--- src/eeprom_bus_defs.svh ---
// Offsets, field positions and timing counts for the two-wire framing block
`ifndef EEPROM_BUS_DEFS_SVH
`define EEPROM_BUS_DEFS_SVH

`define CLK_FREQ_KHZ 25000
`define WORD_BITS 4'h8
`define ACK_BIT_INDEX 4'h9
`define RW_BIT_POS 0
`define WR_TIME_MS_SLOW 20
`define WR_TIME_MS_STD 10
`define WR_TIME_MS_FAST 5
`define WR_CYCLES_SLOW (`WR_TIME_MS_SLOW * `CLK_FREQ_KHZ)
`define WR_CYCLES_STD (`WR_TIME_MS_STD * `CLK_FREQ_KHZ)
`define WR_CYCLES_FAST (`WR_TIME_MS_FAST * `CLK_FREQ_KHZ)
`define GLITCH_CYCLES 3'h1
`define FIFO_DEPTH 32

`endif

--- src/eeprom_bus_pkg.sv ---
// Types shared by the two-wire framing block
package eeprom_bus_pkg;

    typedef enum logic [2:0] {
        ST_STANDBY = 3'h0,
        ST_RECEIVE = 3'h1,
        ST_ACK = 3'h3,
        ST_IGNORE = 3'h2,
        ST_WRITE_CYCLE = 3'h6
    } bus_state_t;

    typedef enum logic [1:0] {
        GRADE_SLOW = 2'h0,
        GRADE_STD = 2'h1,
        GRADE_FAST = 2'h2
    } wr_grade_t;

    typedef struct packed {
        logic first;
        logic [7:0] data;
    } rx_word_t;

    typedef struct packed {
        logic in_frame;
        logic write_busy;
        logic standby;
    } bus_status_t;

endpackage

--- src/eeprom_bus_framing.sv ---
// Two-wire bus framing for a serial memory target
// Behaviour
// - Data may change only while the bus clock is low, and is held through every clock-high phase.
// - A data change while the bus clock is high is a start or stop, never a data bit.
// - Data falling with clock high is a start, which opens every transaction.
// - Data rising with clock high is a stop, detected at any point outside the write cycle.
// - A stop ending a read returns the block to standby to wait for a start.
// - Every word is eight bits, one bit per clock pulse.
// - Each received word is acknowledged by holding data low for the whole ninth pulse.
// - Standby is entered at power-up and after a stop once internal work is done.
// - The internal write cycle runs from the stop ending a write, lasting 20, 10 or 5 ms by grade.
// - Data is sampled on rising clock edges and changed on falling clock edges.
// - During the write cycle all bus inputs are ignored and no acknowledge is given.
// - After a start comes an eight-bit address word whose last bit high means read.
`timescale 1ns/1ps
`include "eeprom_bus_defs.svh"
module eeprom_bus_framing (
    // Clock, reset and enable
    input wire logic clk_in,
    input wire logic resetn_in,
    input wire logic enable_in,
    // Two-wire pins
    input wire logic scl_in,
    input wire logic sda_in,
    output logic sda_out,
    output logic sda_oe_out,
    // Write cycle grade
    input wire eeprom_bus_pkg::wr_grade_t grade_in,
    // Received words
    output logic word_valid_out,
    output eeprom_bus_pkg::rx_word_t word_out,
    input wire logic word_ready_in,
    // Status
    output eeprom_bus_pkg::bus_status_t status_out,
    output logic start_seen_out,
    output logic stop_seen_out,
    output logic overflow_out
);
    import eeprom_bus_pkg::*;

    // ****************************************
    // Input synchronisers and glitch filters
    // ****************************************
    logic [1:0] scl_sync;
    logic [1:0] sda_sync;
    logic [2:0] scl_cnt;
    logic [2:0] sda_cnt;
    logic scl_f;
    logic sda_f;
    logic scl_q;
    logic sda_q;

    always_ff @(posedge clk_in) begin
        if (!resetn_in) begin
            scl_sync <= 2'h3;
            sda_sync <= 2'h3;
        end else if (enable_in) begin
            scl_sync <= {scl_sync[0], scl_in};
            sda_sync <= {sda_sync[0], sda_in};
        end
    end

    always_ff @(posedge clk_in) begin
        if (!resetn_in) begin
            scl_cnt <= 3'h0;
            sda_cnt <= 3'h0;
            scl_f <= 1'b1;
            sda_f <= 1'b1;
        end else if (enable_in) begin
            if (scl_sync[1] == scl_f) begin
                scl_cnt <= 3'h0;
            end else if (scl_cnt == `GLITCH_CYCLES) begin
                scl_f <= scl_sync[1];
                scl_cnt <= 3'h0;
            end else begin
                scl_cnt <= scl_cnt + 3'h1;
            end
            if (sda_sync[1] == sda_f) begin
                sda_cnt <= 3'h0;
            end else if (sda_cnt == `GLITCH_CYCLES) begin
                sda_f <= sda_sync[1];
                sda_cnt <= 3'h0;
            end else begin
                sda_cnt <= sda_cnt + 3'h1;
            end
        end
    end

    always_ff @(posedge clk_in) begin
        if (!resetn_in) begin
            scl_q <= 1'b1;
            sda_q <= 1'b1;
        end else if (enable_in) begin
            scl_q <= scl_f;
            sda_q <= sda_f;
        end
    end

    // ****************************************
    // Edge and condition detection
    // ****************************************
    logic scl_rise;
    logic scl_fall;
    logic start_det;
    logic stop_det;

    assign scl_rise = scl_f && !scl_q;
    assign scl_fall = !scl_f && scl_q;
    assign start_det = scl_f && scl_q && sda_q && !sda_f;
    assign stop_det = scl_f && scl_q && !sda_q && sda_f;

    // ****************************************
    // Framing state machine
    // ****************************************
    bus_state_t state;
    logic [3:0] bit_cnt;
    logic [7:0] shift;
    logic first_word;
    logic is_read;
    logic wrote;
    logic [31:0] wr_cnt;
    logic [31:0] wr_limit;
    logic fifo_ready;
    logic push;

    always_comb begin
        case (grade_in)
            GRADE_SLOW: wr_limit = 32'(`WR_CYCLES_SLOW);
            GRADE_FAST: wr_limit = 32'(`WR_CYCLES_FAST);
            default: wr_limit = 32'(`WR_CYCLES_STD);
        endcase
    end

    always_ff @(posedge clk_in) begin
        if (!resetn_in) begin
            state <= ST_STANDBY;
            bit_cnt <= 4'h0;
            shift <= 8'h00;
            first_word <= 1'b0;
            is_read <= 1'b0;
            wrote <= 1'b0;
            wr_cnt <= 32'h0;
            push <= 1'b0;
        end else if (enable_in) begin
            push <= 1'b0;
            case (state)
                ST_WRITE_CYCLE: begin
                    if (wr_cnt >= wr_limit - 32'h1) begin
                        state <= ST_STANDBY;
                        wr_cnt <= 32'h0;
                    end else begin
                        wr_cnt <= wr_cnt + 32'h1;
                    end
                end
                default: begin
                    if (stop_det) begin
                        state <= (wrote && !is_read) ? ST_WRITE_CYCLE : ST_STANDBY;
                        wrote <= 1'b0;
                        wr_cnt <= 32'h0;
                    end else if (start_det) begin
                        state <= ST_RECEIVE;
                        bit_cnt <= 4'h0;
                        first_word <= 1'b1;
                        is_read <= 1'b0;
                        wrote <= 1'b0;
                    end else if (state == ST_RECEIVE && scl_rise) begin
                        shift <= {shift[6:0], sda_f};
                        bit_cnt <= bit_cnt + 4'h1;
                        if (bit_cnt == `WORD_BITS - 4'h1) begin
                            state <= ST_ACK;
                            push <= 1'b1;
                            if (first_word) begin
                                is_read <= sda_f;
                            end else begin
                                wrote <= 1'b1;
                            end
                        end
                    end else if (state == ST_ACK && scl_fall && bit_cnt == `ACK_BIT_INDEX) begin
                        state <= is_read ? ST_IGNORE : ST_RECEIVE;
                        bit_cnt <= 4'h0;
                        first_word <= 1'b0;
                    end else if (state == ST_ACK && scl_rise) begin
                        bit_cnt <= `ACK_BIT_INDEX;
                    end
                end
            endcase
        end
    end

    // ****************************************
    // Data line driver
    // ****************************************
    always_ff @(posedge clk_in) begin
        if (!resetn_in) begin
            sda_oe_out <= 1'b0;
            sda_out <= 1'b1;
        end else if (enable_in) begin
            sda_out <= 1'b0;
            if (state == ST_ACK && scl_fall && bit_cnt == `WORD_BITS) begin
                sda_oe_out <= 1'b1;
            end else if (state != ST_ACK || (scl_fall && bit_cnt == `ACK_BIT_INDEX)) begin
                sda_oe_out <= 1'b0;
            end
        end
    end

    // ****************************************
    // Word buffer and status
    // ****************************************
    logic fifo_valid;
    rx_word_t fifo_data;

    word_fifo #(.WIDTH(9), .DEPTH(`FIFO_DEPTH)) u_fifo (
        .clk_in(clk_in),
        .resetn_in(resetn_in),
        .enable_in(enable_in),
        .in_valid_in(push),
        .in_data_in({first_word, shift}),
        .in_ready_out(fifo_ready),
        .out_valid_out(fifo_valid),
        .out_data_out(fifo_data),
        .out_ready_in(word_ready_in && word_valid_out)
    );

    always_ff @(posedge clk_in) begin
        if (!resetn_in) begin
            word_valid_out <= 1'b0;
            word_out <= '0;
            status_out <= 3'h1;
            start_seen_out <= 1'b0;
            stop_seen_out <= 1'b0;
            overflow_out <= 1'b0;
        end else if (enable_in) begin
            word_valid_out <= fifo_valid && !(word_ready_in && word_valid_out);
            word_out <= fifo_data;
            status_out.in_frame <= (state == ST_RECEIVE) || (state == ST_ACK) || (state == ST_IGNORE);
            status_out.write_busy <= (state == ST_WRITE_CYCLE);
            status_out.standby <= (state == ST_STANDBY);
            start_seen_out <= start_det && state != ST_WRITE_CYCLE;
            stop_seen_out <= stop_det && state != ST_WRITE_CYCLE;
            overflow_out <= push && !fifo_ready;
        end
    end
endmodule

--- src/word_fifo.sv ---
// Valid/ready FIFO buffering received words
`timescale 1ns/1ps
module word_fifo #(
    parameter int WIDTH = 9,
    parameter int DEPTH = 32
) (
    // Clock and control
    input wire logic clk_in,
    input wire logic resetn_in,
    input wire logic enable_in,
    // Fill side
    input wire logic in_valid_in,
    input wire logic [WIDTH-1:0] in_data_in,
    output logic in_ready_out,
    // Drain side
    output logic out_valid_out,
    output logic [WIDTH-1:0] out_data_out,
    input wire logic out_ready_in
);
    localparam int AW = $clog2(DEPTH);

    logic [WIDTH-1:0] mem [DEPTH];
    logic [AW:0] wr_ptr;
    logic [AW:0] rd_ptr;
    logic [AW:0] next_wr_ptr;
    logic [AW:0] next_rd_ptr;
    logic push;
    logic pop;
    logic full;
    logic empty;

    assign full = (wr_ptr[AW] != rd_ptr[AW]) && (wr_ptr[AW-1:0] == rd_ptr[AW-1:0]);
    assign empty = (wr_ptr == rd_ptr);
    assign push = in_valid_in && !full;
    assign pop = out_ready_in && !empty;
    assign next_wr_ptr = wr_ptr + (AW+1)'(1);
    assign next_rd_ptr = rd_ptr + (AW+1)'(1);
    assign in_ready_out = !full;
    assign out_valid_out = !empty;
    assign out_data_out = mem[rd_ptr[AW-1:0]];

    always_ff @(posedge clk_in) begin
        if (enable_in && push) begin
            mem[wr_ptr[AW-1:0]] <= in_data_in;
        end
    end

    always_ff @(posedge clk_in) begin
        if (!resetn_in) begin
            wr_ptr <= '0;
            rd_ptr <= '0;
        end else if (enable_in) begin
            if (push) begin
                wr_ptr <= next_wr_ptr;
            end
            if (pop) begin
                rd_ptr <= next_rd_ptr;
            end
        end
    end
endmodule

--- config.mk ---
export PLATFORM = sky130hd
export DESIGN_NAME = eeprom_bus_framing
export DESIGN_NICKNAME = d
export VERILOG_FILES = /design/src/eeprom_bus_pkg.sv /design/src/eeprom_bus_framing.sv /design/src/word_fifo.sv
export VERILOG_INCLUDE_DIRS = /design/src
export SDC_FILE = /design/constraint.sdc
export NUM_CORES = 1
export LEC_CHECK = 0
export BUFFER_PORTS_ARGS = -buffer_cell sky130_fd_sc_hd__buf_2
export CORE_MARGIN = 5
export CORE_UTILIZATION = 30
export CTS_CLUSTER_DIAMETER = 100
export DETAILED_ROUTE_END_ITERATION = 7
export PLACE_DENSITY_LB_ADDON = 0.15
export SYNTH_ARGS = -nofsm -noshare
export SYNTH_HDL_FRONTEND = slang
export SYNTH_HIERARCHICAL = 1
export SYNTH_SLANG_ARGS = --single-unit
--- constraint.sdc ---
create_clock -name clk_in -period 5.65 [get_ports clk_in]
set_input_delay 0.8475 -clock clk_in [delete_from_list [all_inputs] [get_ports clk_in]]
set_output_delay 0.8475 -clock clk_in [all_outputs]
set_load 0.05 [all_outputs]
Yosys cells after proc, flatten, opt, wreduce, memory -nomap -nowiden --
Memories as Yosys holds them, arrays and structs flattened. A register that Yosys moved wholly into a read port is not among the register bits. Index checks and enable logic that the tools add are counted.
Storage, ports and cells: register bits 86, bits in writable memories 288, output and inout port bits 18, logic and storage cells 163, memories kept 1
Memories:
- u_fifo.mem | words 32, bits a word 9, rd ports 1, clocked after Yosys merged registers in 1, write ports 1, line word_fifo.sv:22 | logic [WIDTH-1:0] mem [DEPTH];
Cells by class: add/subtract/negate cells 7, order comparisons 1, eq/ne operators 21, mux-type cells 42, bitwise operators 5, reductions and logical operators 59
Operator list (count):
- $mux W32 | 3
- $pmux W19 S2 | 1
- $mux W3 | 12
- $add A32 B1 Y32 const B | 1
- $ge A32 B32 Y1 | 1
- $sub A32 B1 Y32 const B | 1
- $logic_and A1 B1 Y1 | 23
- $mux W1 | 21
- $mux W4 | 4
- $reduce_and A5 Y1 | 3
- $add A6 B1 Y6 const B | 2
- $reduce_bool A2 Y1 | 6
- $eq A3 B1 Y1 const B | 3
- $logic_not A1 Y1 | 9
- $eq A4 B4 Y1 const B | 2
- $reduce_and A2 Y1 | 4
- $reduce_and A4 Y1 | 2
- $add A3 B1 Y3 const B | 2
- $eq A3 B2 Y1 const B | 2
- $eq A6 B6 Y1 | 1
- $ne A3 B3 Y1 const B | 2
- $reduce_and A3 Y1 | 2
- $reduce_and A6 Y1 | 1
- $reduce_bool A3 Y1 | 2
- 17 further kinds | 25

Depth between registers and ports, before layout --
depth in word-level cells 9, gate-level depth with buffers 11, depth with buffers taken out 9

By module --
The synthesis kept the hierarchy.
By module, submodules not included:
- word_fifo | times used 1, cells each 542, area each 11866.4 µm²
- eeprom_bus_framing | times used 1, cells each 469, area each 3970.1 µm²

Least setup slack after synthesis --
No wires, ideal clock.
path kind in2reg, start input grade_in[1], end register wr_cnt[19], library setup time 67 ps, arrival 2718 ps, required time 5583 ps, slack 2865 ps, stages on the path 10, path buffers 2, cells stage by stage or2_2 > ha_1 > a211oi_1 > nand3_1 > a311oi_2 > and3_1 > buf_6 > buf_12 > nand4_2 > a21oi_2
On the way: longest elaborated chain between the ends 6, elaborated cells between the ends (all ways) 7, those cells by class 1 x add/sub; 1 x order compare; 1 x eq/ne; 3 x mux; 1 x reduce/logical
RTL lines:
- from (decl) | line eeprom_bus_framing.sv:28 | input wire eeprom_bus_pkg::wr_grade_t grade_in,
- $eq A2 B2 Y1 or $logic_not A2 Y1 (tied branches) | line eeprom_bus_framing.sv:127 | case (grade_in)
- $pmux W19 S2 * | line eeprom_bus_framing.sv:127
- $sub A32 B1 Y32 * | line eeprom_bus_framing.sv:148 | if (wr_cnt >= wr_limit - 32'h1) begin
- $ge A32 B32 Y1 * | line eeprom_bus_framing.sv:148
- $mux W32 * | line eeprom_bus_framing.sv:148
- $mux W32 * | line eeprom_bus_framing.sv:146 | case (state)
- to (signal assigned) | line eeprom_bus_framing.sv:152 | wr_cnt <= wr_cnt + 32'h1;
- to (decl) | line eeprom_bus_framing.sv:121 | logic [31:0] wr_cnt;
Mark *: on every way between the ends. The rest lies on a longest branch, timed or not. A chain may end at the register's enable or synchronous reset.

Worst setup path in the final report --
start register u_fifo.wr_ptr[2], end memory u_fifo.mem[13][7], enable pin
On the way: longest elaborated chain between the ends 7
RTL lines:
- from (decl) | line word_fifo.sv:23 | logic [AW:0] wr_ptr;
- from (signal assigned) | line word_fifo.sv:54 | wr_ptr <= next_wr_ptr;
- $eq A5 B5 Y1 | line word_fifo.sv:32 | assign full = (wr_ptr[AW] != rd_ptr[AW]) && (wr_ptr[AW-1:0] == rd_ptr[AW-1:0]);
- $logic_and A1 B1 Y1 | line word_fifo.sv:32
- $logic_not A1 Y1 | line word_fifo.sv:34 | assign push = in_valid_in && !full;
- $logic_and A1 B1 Y1 | line word_fifo.sv:34
- $logic_and A1 B1 Y1 | line word_fifo.sv:43 | if (enable_in && push) begin
- $mux W1 | line word_fifo.sv:43
- $mux W1 (not written as such) | line word_fifo.sv:44 | mem[wr_ptr[AW-1:0]] <= in_data_in;
- to (decl) | line word_fifo.sv:22
Parallel ways exist; a longest one is shown, timed or not.

==> flow_summary.yaml <==
cts:
  clockBufferDepth: 3
  h-tree-depth: 2
  cts_root_buf: "clkbuf_16"
  cts_buffers: 43
  ctsResizeCount: 0
  cts_sinks: 388
  clkLatencyLatePin_ns: 0.59
  cts.clk_slew.worst_paths_ns: 0.06
  postCtsSetupRepairBufs: 0
  hold_buffers: 0
  cts_tree: "yes"
pwr:
  max-vdd-ir-drop_v: 0.000196
  clock_power_share: 0.467
  powerDensity_nw_per_um2: 319
  p_int_mw: 4.57
  pwr-share-comb: 0.009
  total_power_mw: 5.76
  power_frac_seq: 0.525
  swShare: 0.207
  p_leak_nw: 6.59
  switchingPower_mw: 1.19
place:
  dp_slack_ns: 2.09
  port_buffers: 25
  dp_hpwl_mm: 23.0
  gp_congestion: 0.713
final_layout:
  nNetsFinal: 1080
  drive_gt1_frac: 0.201
  area_growth_pct: 14.0
  n_antenna_cell: 0
timing:
  setup_viol: 0
  rsz0062_at_grt: "false"
  tightest_slew_ns: 1.26
  finalHoldViolations: 0
  fin_tns_setup_ns: 0
  period_needed_ns: 3.31
  clock.fmax_ghz: 0.302
  finalMaxSlewViolations: 0
  fin_crit_sh: 0.586
  fin_skew_ns: 0.0356
  slew_headroom: 0.159
  setup_slack_ns: 2.34
drt:
  wirelength_mm: 37.5
  drtIter0Drc: 571
  drc_errors: 0
  drt_pass1_iterations: 5
  vias_per_cell: 4.88
  vias: 8634
  ant_nets: 0
  wire_per_inst_um: 21.2
yosys:
  yosysUniqueCellTypes: 66
  synth-edff-count: 288
  yosys_warnings: 6
  syn_area_sq_um: 15800
  avgSynthCellArea_sq_um: 15.7
  ys_seq_elements: 388
  synth_cells: 1011
  async_flop_share: 0
  ys_top_cells_by_area: "edfxtp_1, mux4_2, dfxtp_1, nor2_1, ha_1"
  synthFlopType: "edfxtp_1"
  synth.top_cell.area_share: 0.546
  yosysTopAreaCell: "edfxtp_1"
  yosysSeqAreaShare: 0.673
critical_path:
  required_ns: 5.84
  cp-startpoint: "u_fifo/wr_ptr[2]"
  end_kind: "flop"
  start_kind: "flop"
  path_cells: "xor2_1, nor3_1, a21oi_1, nand2_1, nor2_1"
  critPathArrivalTime_ns: 3.50
  max_stage_delay_ns: 1.05
  crit_fanout: 11
  crit_path_top_delay_cell: "nor2_1"
  crit_type: "flop to flop"
  rr_startpoint: "u_fifo/wr_ptr[2]"
grt:
  grt_pass1_wl_mm: 56.9
  grtUsageTotal: 0.131
  overflow: 0
  grt_max_degree: 58
  grt_pass1_vias: 8857
  grt_antenna_before_repair: 0
die:
  fp.dieW_um: 240
  die_h_um: 240
  initial_utilization: 0.302
  core_sq_um: 52400
  die_area_sq_um: 57500
  num_io_pins: 26
  num_rows: 84
min_path:
  hold_class: "flop to flop"
  worstHoldStart: "wr_cnt[25]"
job:
  drv_cap: 0
run_status:
  status: "complete, no violations"
==> cells by family after synthesis <==
family	after synthesis	synth area share
other	2	0.000474
xor gates and xnor gates	16	0.00885
adders and majority gates	24	0.0190
and+or+nand+nor	287	0.0887
buffers and inverters	61	0.0184
muxes	119	0.147
AOI/OAI and AO/OA	114	0.0450
DFF	388	0.673
==> per-stage QoR <==
step / hold WS, ns / instance area [sq um] / util / std cells
6_report: 0.461 / 18000 / 0.344 / 1771
3_5_place_dp: 0.445 / 16700 / 0.318 / 1691
5_1_grt: 0.475 / 18000 / 0.344 / 1771
2_1_floorplan: 0.431 / 15800 / - / 1013
3_3_place_gp: 0.438 / 16700 / 0.318 / 1691
4_1_cts: 0.465 / 18000 / 0.344 / 1771
==> critical path: cells and delay by family (launching register included) <==
family           cells  cell delay [ns]
flip-flops           1             0.57
AO/OA/AOI/OAI        1             0.53
XOR/XNOR             1             0.18
AND/OR/NAND/NOR      3             1.62
==> cells in the mapped netlist, types with 3 or more instances <==
cell type	n
a21oi_1	41
nand3b_1	6
a22oi_1	3
nand2b_1	4
mux2i_1	20
clkbuf_1	27
o21a_1	5
nand4_1	8
xor2_1	7
nor2_1	87
dfxtp_1	100
buf_2	7
o21ai_0	22
nand2_1	75
and2_1	12
mux4_2	90
and3_1	11
nor4_1	5
ha_1	24
buf_4	6
or2_2	3
edfxtp_1	288
buf_1	3
nand4b_1	3
a21o_1	12
nand3_1	34
o31ai_1	3
a31oi_1	9
inv_1	13
xnor2_1	9
mux2_2	9
nor3_1	15
nor3b_1	7
==> worst paths after layout <==
kind	endpoint	slack (ns)	cells past startpoint
setup / recovery	u_fifo/mem[13][7]	2.34	5
hold / removal	wr_cnt[25]	0.46	1
setup reg to reg	u_fifo/mem[13][7]	2.34	5
hold reg to reg	wr_cnt[25]	0.46	1
==> placed cells by master (no fill, tap or decap), types with 11 or more instances in the layout <==
cell type,synthesis,final
and2_1,12,12
edfxtp_1,288,288
o21ai_0,22,22
clkbuf_1,27,15
and3_1,11,11
buf_4,6,11
a21o_1,12,12
dfxtp_1,100,91
nand3_1,34,34
buf_2,7,25
ha_1,24,24
nor3_1,15,15
inv_1,13,12
nor2_1,87,87
clkbuf_16,0,43
nand2_1,75,75
mux2i_1,20,20
mux4_2,90,90
a21oi_1,41,41
==> cell type report <==
class	instances	area (sq um)
clock buffer	63	1200
clock inverter	17	153
fill	5020	34400
inverter	15	56.3
multi-input combinational	564	4900
sequential	388	10700
tap	688	861
timing repair buffer	36	208
==> metal layers <==
layer / up-vias / routed length [um] / GRT usage
li1: 4003 / - / -
met1: 4410 / 18200 / 0.194
met2: 169 / 17000 / 0.204
met3: 52 / 1710 / 0.0254
met4: 0 / 628 / 0.0273
met5: - / 0 / 0
==> flip-flops by register name, indices dropped and copies added (netlist names), 4 cells and up, named ones only <==
| register | flops |
|---|---|
| u_fifo/rd_ptr | 6 |
| shift | 8 |
| wr_cnt | 32 |
| word_out | 9 |
| u_fifo/wr_ptr | 6 |
| bit_cnt | 4 |
| u_fifo/mem | 288 |
==> power groups by stage <==
stage	clock, mW	combinational [mW]	sequential [mW]
2_1_floorplan	0	0.0304	3.09
4_1_cts	2.79	0.0497	3.02
6_report	2.69	0.0494	3.02
3_5_place_dp	0	0.0498	3.08
5_1_grt	2.90	0.0546	3.02
3_3_place_gp	0	0.0492	3.08
(Power assumes the default switching activity.)
